**src/common/ctw_pkg.sv**
```systemverilog
// Constants for the core timer, watchdog and reset sequencer.
// Assumes a 32-bit Avalon-MM slave with byte addresses; each
// register index below sits at byte address index * 4.
package ctw_pkg;

  // Register indices (byte address is index * 4)
  localparam logic [13:0] CTW_IDX_CSR = 14'h0008;
  localparam logic [13:0] CTW_IDX_CNT = 14'h0009;
  localparam logic [13:0] CTW_IDX_MST = 14'h000a;
  localparam logic [13:0] CTW_IDX_WDS = 14'h3ff0;

  // Field positions of timer_control_status
  localparam int CTW_B_OVF = 7;
  localparam int CTW_B_PER = 6;
  localparam int CTW_B_OVFE = 5;
  localparam int CTW_B_PERE = 4;
  localparam int CTW_B_OVFC = 3;
  localparam int CTW_B_PERC = 2;
  localparam int CTW_B_RATE = 0;

  // Rate select reset value and fixed service read data
  localparam logic [1:0] CTW_RATE_RST = 2'h3;
  localparam logic [7:0] CTW_SERVICE_DATA = 8'h00;

  // Stabilisation time, in bus clock cycles, and last count
  localparam int CTW_STAB_CYC = 4064;
  localparam logic [11:0] CTW_STAB_LAST = 12'(CTW_STAB_CYC - 1);

  // Timer chain layout
  localparam int CTW_CHAIN_W = 15;
  localparam int CTW_CNT_LSB = 2;
  localparam int CTW_OVF_MSB = 9;
  localparam int CTW_TAP_MSB = 11;
  localparam int CTW_WD_W = 3;

  // Operating modes of the device
  typedef enum logic [1:0] {
    CTW_RUN,
    CTW_WAIT,
    CTW_STOP,
    CTW_WAKE
  } ctw_mode_t;

endpackage

```
**src/core/ctw_core_timer.sv**
```systemverilog
// Core timer chain, watchdog, reset combiner and low-power modes.
// Assumes a CPU on the same clock giving stop/wait requests and
// fetch addresses, and pins for reset, low-power reset and irq.
//
// Functional notes
// RQ1 - Hold reset 4064 cycles after power-up
// RQ2 - Reset stays while other sources active
// RQ3 - Watchdog time-out resets the whole controller
// RQ4 - Writing zero to bit 0 services watchdog
// RQ5 - Service location reads return fixed user data
// RQ6 - Watchdog keeps counting in wait mode
// RQ7 - Watchdog presence is a build option
// RQ8 - Stop mode freezes the watchdog count
// RQ9 - Reset exit from stop reruns stabilisation
// RQ10 - Interrupt exit counts the 4064 cycles
// RQ11 - Software should service watchdog before stop
// RQ12 - Fetch from 0000-001F raises illegal reset
// RQ13 - Stop clears timer requests, prescaler, mask
// RQ14 - Only interrupt or reset leaves stop
// RQ15 - Wait keeps timer, clears mask, irq exits
// RQ16 - Low-power reset halts, then stabilises
// RQ17 - Divide by four clocks readable 8-bit counter
// RQ18 - Overflow flag sets on counter wrap
// RQ19 - Periodic flag sets on selected tap
// RQ20 - Watchdog divides periodic tap by eight
// RQ21 - Overflow flag cleared only by clear bit; the code also clears it on stop entry
// RQ22 - Periodic flag cleared only by clear bit; the code also clears it on stop entry
// RQ23 - Flag with enable requests interrupt
// RQ24 - Rate select picks tap, resets to 11
// RQ25 - Service clears only final divide stage
// RQ26 - External reset clears whole counter chain
// RQ27 - All reset sources form one reset
`timescale 1ns/100ps

module ctw_core_timer #(
  parameter bit P_WDOG_EN = 1'b1  // Watchdog built in
) (
  input wire logic i_core_clk,
  input wire logic i_resetn,
  input wire logic i_ext_resetn,
  input wire logic i_low_power_reset_input_n,
  input wire logic i_ext_irq_n,
  input wire logic i_stop_req,
  input wire logic i_wait_req,
  input wire logic i_fetch_valid,
  input wire logic [13:0] i_fetch_addr,
  input wire logic [15:0] i_address,
  input wire logic i_read,
  input wire logic i_write,
  input wire logic [31:0] i_writedata,
  input wire logic [3:0] i_byteenable,
  output logic [31:0] o_readdata,
  output logic o_waitrequest,
  output logic o_rst_n,
  output logic o_cpu_hold,
  output logic o_clk_halt,
  output logic o_timer_irq,
  output logic o_imask_clear,
  output logic o_stop,
  output logic o_wait
);

  //////////////////////////////////////////////////////////////////
  // Pin synchronisers

  logic [2:0] sync1_r;  // First stage, read only by sync2_r
  logic [2:0] sync2_r;  // Second stage, safe to use
  logic [2:0] sync1_nxt;
  logic [2:0] sync2_nxt;
  logic ext_rst;   // External reset asserted
  logic lp_rst;    // Low-power reset asserted
  logic ext_irq;   // External interrupt asserted

  // Next values: shift the pin levels through two stages
  always_comb begin
    sync1_nxt = {i_ext_resetn, i_low_power_reset_input_n,
                 i_ext_irq_n};
    sync2_nxt = sync1_r;
  end

  // Pins idle high, so reset loads the inactive level
  always_ff @(posedge i_core_clk) begin
    if (!i_resetn) begin
      sync1_r <= 3'h7;
      sync2_r <= 3'h7;
    end else begin
      sync1_r <= sync1_nxt;
      sync2_r <= sync2_nxt;
    end
  end

  assign ext_rst = ~sync2_r[2];
  assign lp_rst = ~sync2_r[1];
  assign ext_irq = ~sync2_r[0];

  //////////////////////////////////////////////////////////////////
  // Reset combiner and mode sequencer

  ctw_pkg::ctw_mode_t mode_r;  // Current operating mode
  ctw_pkg::ctw_mode_t mode_nxt;
  logic [11:0] stab_cnt_r;     // Stabilisation cycle count
  logic [11:0] stab_cnt_nxt;
  logic stab_r;                // Reset-held stabilisation busy
  logic stab_nxt;
  logic int_rst_r;             // One-cycle internal reset cause
  logic int_rst_nxt;
  logic rst_n_r;               // Combined reset, active low
  logic rst_n_nxt;
  logic imclr_r;               // Interrupt mask clear pulse
  logic imclr_nxt;
  logic wd_to;                 // Watchdog time-out event
  logic illegal;               // Illegal fetch event
  logic freeze;                // Oscillator halted
  logic stab_end;              // Last stabilisation cycle

  // Fetch from the I/O page is illegal (see RQ12)
  assign illegal = i_fetch_valid & (i_fetch_addr[13:5] == 9'h000);
  assign stab_end = stab_cnt_r == ctw_pkg::CTW_STAB_LAST;

  // Next mode and reset state
  always_comb begin
    mode_nxt = mode_r;
    stab_cnt_nxt = stab_cnt_r;
    stab_nxt = stab_r;
    imclr_nxt = 1'b0;
    // Watchdog and illegal fetch reset the controller (see RQ3)
    int_rst_nxt = wd_to | illegal;
    case (mode_r)
      ctw_pkg::CTW_RUN: begin
        // Reset has priority over entering a low-power mode
        if (!rst_n_r || ext_rst || int_rst_r) begin
          mode_nxt = ctw_pkg::CTW_RUN;
        end else if (i_stop_req) begin
          mode_nxt = ctw_pkg::CTW_STOP;
          imclr_nxt = 1'b1;  // see RQ13
        end else if (i_wait_req) begin
          mode_nxt = ctw_pkg::CTW_WAIT;
          imclr_nxt = 1'b1;  // see RQ15
        end
      end
      ctw_pkg::CTW_WAIT: begin
        // Any interrupt or reset ends wait (see RQ15)
        if (o_timer_irq || ext_irq || ext_rst || int_rst_r) begin
          mode_nxt = ctw_pkg::CTW_RUN;
        end
      end
      ctw_pkg::CTW_STOP: begin
        // Only reset or external irq leave stop (see RQ14)
        if (ext_rst) begin
          mode_nxt = ctw_pkg::CTW_RUN;
          stab_nxt = 1'b1;  // see RQ9
          stab_cnt_nxt = 12'h000;
        end else if (ext_irq) begin
          mode_nxt = ctw_pkg::CTW_WAKE;  // see RQ10
          stab_cnt_nxt = 12'h000;
        end
      end
      ctw_pkg::CTW_WAKE: begin
        // Timer chain runs while the CPU waits (see RQ10)
        stab_cnt_nxt = 12'(stab_cnt_r + 12'h001);
        if (stab_end) begin
          mode_nxt = ctw_pkg::CTW_RUN;
        end
      end
      default: begin
        mode_nxt = ctw_pkg::CTW_RUN;
      end
    endcase
    // Reset-held stabilisation count (see RQ1)
    if (stab_r) begin
      stab_cnt_nxt = 12'(stab_cnt_r + 12'h001);
      if (stab_end) begin
        stab_nxt = 1'b0;
      end
    end
    // Low-power reset holds everything and restarts (see RQ16)
    if (lp_rst) begin
      mode_nxt = ctw_pkg::CTW_RUN;
      stab_nxt = 1'b1;
      stab_cnt_nxt = 12'h000;
      int_rst_nxt = 1'b0;
    end
    // Reset stays until every source ends (see RQ2, RQ27)
    // Watchdog and fetch causes hold reset for one cycle only; that
    // cycle is enough, since the timer flops clear on rst_n_r low
    rst_n_nxt = ~(stab_nxt | lp_rst | ext_rst | int_rst_nxt);
  end

  // Power-up starts the stabilisation with reset held
  always_ff @(posedge i_core_clk) begin
    if (!i_resetn) begin
      mode_r <= ctw_pkg::CTW_RUN;
      stab_cnt_r <= 12'h000;
      stab_r <= 1'b1;  // see RQ1
      int_rst_r <= 1'b0;
      rst_n_r <= 1'b0;
      imclr_r <= 1'b0;
    end else begin
      mode_r <= mode_nxt;
      stab_cnt_r <= stab_cnt_nxt;
      stab_r <= stab_nxt;
      int_rst_r <= int_rst_nxt;
      rst_n_r <= rst_n_nxt;
      imclr_r <= imclr_nxt;
    end
  end

  // Clocks stop in stop mode and in low-power reset (see RQ8)
  assign freeze = (mode_r == ctw_pkg::CTW_STOP) | lp_rst;
  assign o_rst_n = rst_n_r;
  assign o_cpu_hold = mode_r == ctw_pkg::CTW_WAKE;
  assign o_clk_halt = freeze;
  assign o_imask_clear = imclr_r;
  assign o_stop = mode_r == ctw_pkg::CTW_STOP;
  assign o_wait = mode_r == ctw_pkg::CTW_WAIT;

  // Timer state, declared here because the bus read mux below
  // shows it; the logic that updates it follows the bus section
  logic [ctw_pkg::CTW_CHAIN_W-1:0] chain_r; // Ripple chain
  logic [ctw_pkg::CTW_CHAIN_W-1:0] chain_nxt;
  logic [ctw_pkg::CTW_WD_W-1:0] wd_r; // Final divide by 8
  logic [ctw_pkg::CTW_WD_W-1:0] wd_nxt;
  logic ovf_r; // Overflow flag
  logic ovf_nxt;
  logic per_r; // Periodic flag
  logic per_nxt;
  logic ovfe_r; // Overflow interrupt enable
  logic ovfe_nxt;
  logic pere_r; // Periodic interrupt enable
  logic pere_nxt;
  logic [1:0] rate_r; // Periodic rate select
  logic [1:0] rate_nxt;

  //////////////////////////////////////////////////////////////////
  // Avalon-MM slave: one wait cycle on every access
  // Read data is a snapshot taken at the edge after the request
  // rises; the live counter may have moved on by the answer edge.

  logic ack_r;           // Second cycle of an access
  logic ack_nxt;
  logic [31:0] rdata_r;  // Read data, valid with the answer
  logic [31:0] rdata_nxt;
  logic wr_go;           // Write takes effect this edge
  logic sel_csr;
  logic sel_cnt;
  logic sel_mst;
  logic sel_wds;

  assign sel_csr = i_address == {ctw_pkg::CTW_IDX_CSR, 2'b00};
  assign sel_cnt = i_address == {ctw_pkg::CTW_IDX_CNT, 2'b00};
  assign sel_mst = i_address == {ctw_pkg::CTW_IDX_MST, 2'b00};
  assign sel_wds = i_address == {ctw_pkg::CTW_IDX_WDS, 2'b00};
  assign wr_go = i_write & ack_r & i_byteenable[0];
  assign o_waitrequest = (i_read | i_write) & ~ack_r;
  assign o_readdata = rdata_r;

  // Build read data in the first cycle; unmapped reads give zero
  always_comb begin
    ack_nxt = (i_read | i_write) & ~ack_r;
    rdata_nxt = rdata_r;
    if (i_read && !ack_r) begin
      rdata_nxt = 32'h0000_0000;
      if (sel_csr) begin
        // Clear bits always read as zero
        rdata_nxt[7:0] = {ovf_r, per_r, ovfe_r, pere_r, 2'b00,
                          rate_r};
      end else if (sel_cnt) begin
        // Live counter value (see RQ17)
        rdata_nxt[7:0] = chain_r[ctw_pkg::CTW_OVF_MSB:
                                 ctw_pkg::CTW_CNT_LSB];
      end else if (sel_mst) begin
        rdata_nxt[4:0] = {stab_r, o_cpu_hold, o_wait, o_stop,
                          ~rst_n_r};
      end else if (sel_wds) begin
        // User data, not watchdog state (see RQ5)
        rdata_nxt[7:0] = ctw_pkg::CTW_SERVICE_DATA;
      end
    end
  end

  // Bus stays alive through internal reset
  always_ff @(posedge i_core_clk) begin
    if (!i_resetn) begin
      ack_r <= 1'b0;
      rdata_r <= 32'h0000_0000;
    end else begin
      ack_r <= ack_nxt;
      rdata_r <= rdata_nxt;
    end
  end

  //////////////////////////////////////////////////////////////////
  // Timer chain, flags and watchdog divider

  logic tick;     // Chain advances this cycle
  logic ovf_ev;   // Counter wraps from ff to 00
  logic tap_ev;   // Selected periodic tap fires
  logic stop_in;  // Entering stop this cycle
  logic csr_wr;
  logic svc;      // Watchdog service write

  assign tick = ~freeze;
  // Wrap of prescaler plus counter: bus clock / 1024 (see RQ18)
  assign ovf_ev = tick & (&chain_r[ctw_pkg::CTW_OVF_MSB:0]);
  // Taps at 2^12..2^15 bus cycles, picked by rate (see RQ19, RQ24)
  assign tap_ev = tick & (&chain_r[ctw_pkg::CTW_TAP_MSB:0])
                  & ((rate_r == 2'h0) | chain_r[12])
                  & ((rate_r < 2'h2) | chain_r[13])
                  & ((rate_r != 2'h3) | chain_r[14]);
  // Divide the tap by eight; no time-out without watchdog
  assign wd_to = P_WDOG_EN & tap_ev & (&wd_r);  // see RQ7, RQ20
  assign stop_in = (mode_r == ctw_pkg::CTW_RUN) & (mode_nxt ==
                   ctw_pkg::CTW_STOP);
  assign csr_wr = wr_go & sel_csr;
  assign svc = wr_go & sel_wds & ~i_writedata[0];  // see RQ4
  // Flags with enables request the interrupt (see RQ23)
  assign o_timer_irq = (ovf_r & ovfe_r) | (per_r & pere_r);

  // Next timer values
  always_comb begin
    // Bus clock / 4 steps the counter via the chain (see RQ17)
    chain_nxt = chain_r + {{(ctw_pkg::CTW_CHAIN_W-1){1'b0}}, tick};
    // Keeps counting in wait mode (see RQ6)
    wd_nxt = wd_r + {{(ctw_pkg::CTW_WD_W-1){1'b0}}, tap_ev};
    if (svc || !P_WDOG_EN) begin
      wd_nxt = '0;  // see RQ25
    end
    // Set wins over a clear in the same cycle (see RQ21, RQ22)
    ovf_nxt = ovf_ev | (ovf_r & ~(csr_wr &
              i_writedata[ctw_pkg::CTW_B_OVFC]));
    per_nxt = tap_ev | (per_r & ~(csr_wr &
              i_writedata[ctw_pkg::CTW_B_PERC]));
    ovfe_nxt = ovfe_r;
    pere_nxt = pere_r;
    rate_nxt = rate_r;
    if (csr_wr) begin
      ovfe_nxt = i_writedata[ctw_pkg::CTW_B_OVFE];
      pere_nxt = i_writedata[ctw_pkg::CTW_B_PERE];
      rate_nxt = i_writedata[ctw_pkg::CTW_B_RATE +: 2];
    end
    // Stop drops requests, enables and prescaler (see RQ13)
    // The cleared prescaler makes the first count after wake whole
    if (stop_in) begin
      ovf_nxt = 1'b0;
      per_nxt = 1'b0;
      ovfe_nxt = 1'b0;
      pere_nxt = 1'b0;
      chain_nxt[ctw_pkg::CTW_CNT_LSB-1:0] = '0;
    end
  end

  // Combined reset clears chain and flags (see RQ26, RQ27)
  always_ff @(posedge i_core_clk) begin
    if (!i_resetn || !rst_n_r) begin
      chain_r <= '0;
      wd_r <= '0;  // see RQ9
      ovf_r <= 1'b0;
      per_r <= 1'b0;
      ovfe_r <= 1'b0;
      pere_r <= 1'b0;
      rate_r <= ctw_pkg::CTW_RATE_RST;
    end else begin
      chain_r <= chain_nxt;
      wd_r <= wd_nxt;
      ovf_r <= ovf_nxt;
      per_r <= per_nxt;
      ovfe_r <= ovfe_nxt;
      pere_r <= pere_nxt;
      rate_r <= rate_nxt;
    end
  end

endmodule

```
**config.mk**
```make
export PLATFORM = sky130hd
export DESIGN_NAME = ctw_core_timer
export DESIGN_NICKNAME = d
export VERILOG_FILES = /design/src/common/ctw_pkg.sv /design/src/core/ctw_core_timer.sv
export SDC_FILE = /design/constraint.sdc
export NUM_CORES = 1
export LEC_CHECK = 0
export ABC_CLOCK_PERIOD_IN_PS = 2200
export BUFFER_PORTS_ARGS = -buffer_cell sky130_fd_sc_hd__buf_4
export CAP_MARGIN = 10
export CORE_UTILIZATION = 25
export CTS_CLUSTER_DIAMETER = 200
export DETAILED_ROUTE_END_ITERATION = 16
export HOLD_SLACK_MARGIN = 0.1
export PLACE_DENSITY_LB_ADDON = 0.08
export REMOVE_ABC_BUFFERS = 1
export SETUP_SLACK_MARGIN = 0.15
export SLEW_MARGIN = 20
export SYNTH_ARGS = -nofsm -noshare
export SYNTH_HDL_FRONTEND = slang
export SYNTH_SLANG_ARGS = --single-unit
export TNS_END_PERCENT = 1
```
**constraint.sdc**
```tcl
create_clock -name i_core_clk -period 2.2 [get_ports i_core_clk]
set_input_delay 0.22 -clock i_core_clk [delete_from_list [all_inputs] [get_ports i_core_clk]]
set_output_delay 0.22 -clock i_core_clk [all_outputs]
set_load 0.005 [all_outputs]
```
==> flow_metrics.py <==
metrics = {
    "grt": {
        "grt.overflow.total": 0,
        "use_met3": 0.03912,
        "track_usage": 0.1382,
        "grt_pass1_vias": 2287,
        "antenna_found_initial": 0,
        "grt_use_met1": 0.1966,
        "busiest_layer": "met1",
        "grt_pass1_wl_um": 12140,
        "met2_usage": 0.1911,
        "grt_max_degree": 20,
    },
    "yosys": {
        "yosys_register_bits": 57,
        "synthCells": 340,
        "netlist_area_um2": 2905,
        "yosysMostFrequentCell": "dfxtp_1",
        "synth_edf_count": 0,
        "synthTopCellsByCount": "57 x dfxtp_1, 28 x nor2_1, 24 x buf_4",
        "ys.flop_type": "dfxtp_1",
        "synth_area_leaders": "dfxtp_1 39%, buf_4 6.2%, a21oi_1 3.8%",
        "postSynthAreaPerCell_um2": 8.545,
        "synth_warnings": 0,
        "synth_area_leader_cell": "dfxtp_1",
        "yosysTopAreaCellShare": 0.3928,
        "async_flop_share": 0,
        "synthDistinctLibCells": 56,
        "ys_seq_area_frac": 0.3928,
    },
    "routing": {
        "drtAntennaViolNets": 0,
        "drc": 0,
        "drt-initial-drc-count": 132,
        "dr.pass1.iters": 4,
        "viasPerCell": 4.576,
        "routed_wl_um": 7825,
        "wl_per_cell_um": 14.05,
        "num_vias": 2549,
    },
    "cells_and_area": {
        "diodes": 0,
        "ff_latch_area_um2": 1141,
        "nFillCells": 1192,
        "syn2layout_area_growth_pct": 29.11,
        "multi_input_area_um2": 1585,
        "layout-drive-gt1-share": 0.2174,
        "fin_util": 0.3299,
        "final_nets": 492,
    },
    "placement": {
        "io_buffers": 57,
        "gp_congestion": 0.7377,
        "dpl.hpwl_um": 6087,
        "preCtsSetupSlack_ps": 265.8,
    },
    "floorplanning": {
        "die_area_um2": 12060,
        "core_area_um2": 11370,
        "num_rows": 39,
        "die_y_um": 109.8,
        "io_pins": 116,
        "initial_core_util": 0.2555,
        "die_w_um": 109.8,
    },
    "run": {
        "maxCapViolCount": 0,
    },
    "clock_network": {
        "h-tree-depth": 3,
        "cts_max_path_buffers": 2,
        "clockRootBuffer": "clkbuf_16",
        "post_cts_buffers": 0,
        "clk-insertion-delay-late_ps": 320,
        "cts_sinks": 57,
        "cts_tree": "done",
        "cts_buffers": 9,
        "cts_resized": 0,
        "path_clk_slew_ps": 50,
    },
    "sta": {
        "skew_ps": 3.698,
        "finalCriticalPeriod_ps": 1968,
        "final_hold_viol_count": 0,
        "slew_viol_final": 0,
        "fin_ws_ps": 232.2,
        "setup_viol": 0,
        "fmax_ghz": 0.5082,
        "rsz0062_at_grt": "true",
        "setup_tns_ps": 0,
        "worst_slew_pin_slew_ps": 583.4,
        "slew_headroom": 0.6111,
        "timing.final.crit_share": 0.8945,
    },
    "power_and_ir_drop": {
        "leakagePower_nw": 1.468,
        "power_density_nw_per_um2": 659.6,
        "irDropWorstVdd_uv": 266.1,
    },
    "critical_path": {
        "crit_type": "reg2reg",
        "cp-endpoint": "chain_r[14]$_SDFF_PP0_",
        "worstSetupStartpoint": "mode_r[0]$_SDFF_PN0_",
        "rr_worst_depth": 8,
        "cp_data_required_time_ps": 2400,
        "rr_endpoint": "chain_r[14]$_SDFF_PP0_",
        "ff2ff_setup_slack_ps": 230,
        "worstPathArrival_ps": 2170,
        "reg2reg_from": "mode_r[0]$_SDFF_PN0_",
        "start_kind": "register",
        "end_kind": "register",
        "path_max_fanout": 8,
    },
    "run_status": {
        "outcome": "complete, no violations",
    },
    "min_path": {
        "hp-class": "in2reg",
    },
}
-- metal layers --
metal  vias to the layer above  wire, µm  part of all wire
met4                         0       121             0.015
met3                        11       379             0.048
met5                         -         0                 0
met2                        67      3296              0.42
met1                      1154      4027              0.51
li1                       1317         -                 -
-- timing repair --
item | in CTS | in global routing
setup endpoints to repair | 0 | 4
hold buffers | 3 | 0
hold endpoints to repair | 3 | 0
-- worst min-delay path by stage --
stage	slack, ps	from	cells after the start	end
finish	140	i_writedata[1]	3	rate_r[1]$_SDFFE_PP1P_
global route	150	i_writedata[1]	3	rate_r[1]$_SDFFE_PP1P_
CTS	130	i_writedata[1]	3	rate_r[1]$_SDFFE_PP1P_
detailed placement	390	sync1_r[1]$_SDFF_PN1_	1	sync2_r[1]$_SDFF_PN1_
global placement	410	sync1_r[2]$_SDFF_PN1_	1	sync2_r[2]$_SDFF_PN1_
floorplan	290	i_resetn	1	sync1_r[0]$_SDFF_PN1_
-- flip-flops by register name, summed over array words and instances (netlist names) --
signal and count:
ack_r 1, chain_r 15, int_rst_r 1, mode_r 2, o_imask_clear 1, o_readdata 8, o_rst_n 1, ovf_r 1
ovfe_r 1, per_r 1, pere_r 1, rate_r 2, stab_cnt_r 12, stab_r 1, sync1_r 3, sync2_r 3
wd_r 3
-- cells in the final DEF, fill, tap and decap left out, types with 5 or more instances in the layout --
cell type and n:
buf_4 67, nand4_1 9, nor2b_1 5, o31ai_1 7
or4_1 5, xnor2_1 6, nor3_1 8, nand2_1 21
or3_1 6, dfxtp_1 57, clkbuf_16 9, ha_1 5
nand2b_1 10, conb_1 24, o21ai_0 14, inv_1 13
xor2_1 6, a21oi_1 22, and2_1 9, nor2_1 28
nand3_1 19
-- power breakdown --
part | total, W | switching, W | internal [W]
Clock | 0.00125 | 0.000440 | 0.000810
Combinational | 0.000164 | 0.0000780 | 0.0000864
Sequential | 0.00106 | 0.0000110 | 0.00105
-- worst max-delay path: stages (launching register included) --
cell and delay [ps]:
dfxtp_1 320, nand2b_1 120, and2_1 190, ha_1 210, ha_1 200, nand3_1 270, nor4_1 320, xnor2_1 160
nor2_1 50
-- through the flow --
stage | area, µm² | cells | power, W | hold WS [ps]
6_report | 3751 | 557 | 0.002474 | 139.2
2_1_floorplan | 2775 | 330 | 0.001142 | 293.0
5_1_grt | 3751 | 557 | 0.002577 | 147.5
3_3_place_gp | 3457 | 540 | 0.001241 | 408.2
3_5_place_dp | 3457 | 540 | 0.001241 | 393.7
4_1_cts | 3751 | 557 | 0.002509 | 128.3
-- cells by family after synthesis --
family	count (synthesis)	share of synthesized area
and+or+nand+nor	149	0.3045
other	1	0.001291
adders and majority gates	5	0.02153
xor gates and xnor gates	12	0.03618
AOI/OAI and AO/OA	67	0.1421
muxes	3	0.01034
buffers and inverters	46	0.09130
DFF	57	0.3928
-- layout make-up --
cell class,count,share of cell area
Multi-Input combinational cell,260,0.4226
Sequential cell,57,0.3042
Timing Repair Buffer,70,0.1421
Inverter,13,0.01301
Clock buffer,14,0.07038
Tap cell,143,0.04770
Power figures use the tool's default switching activity.
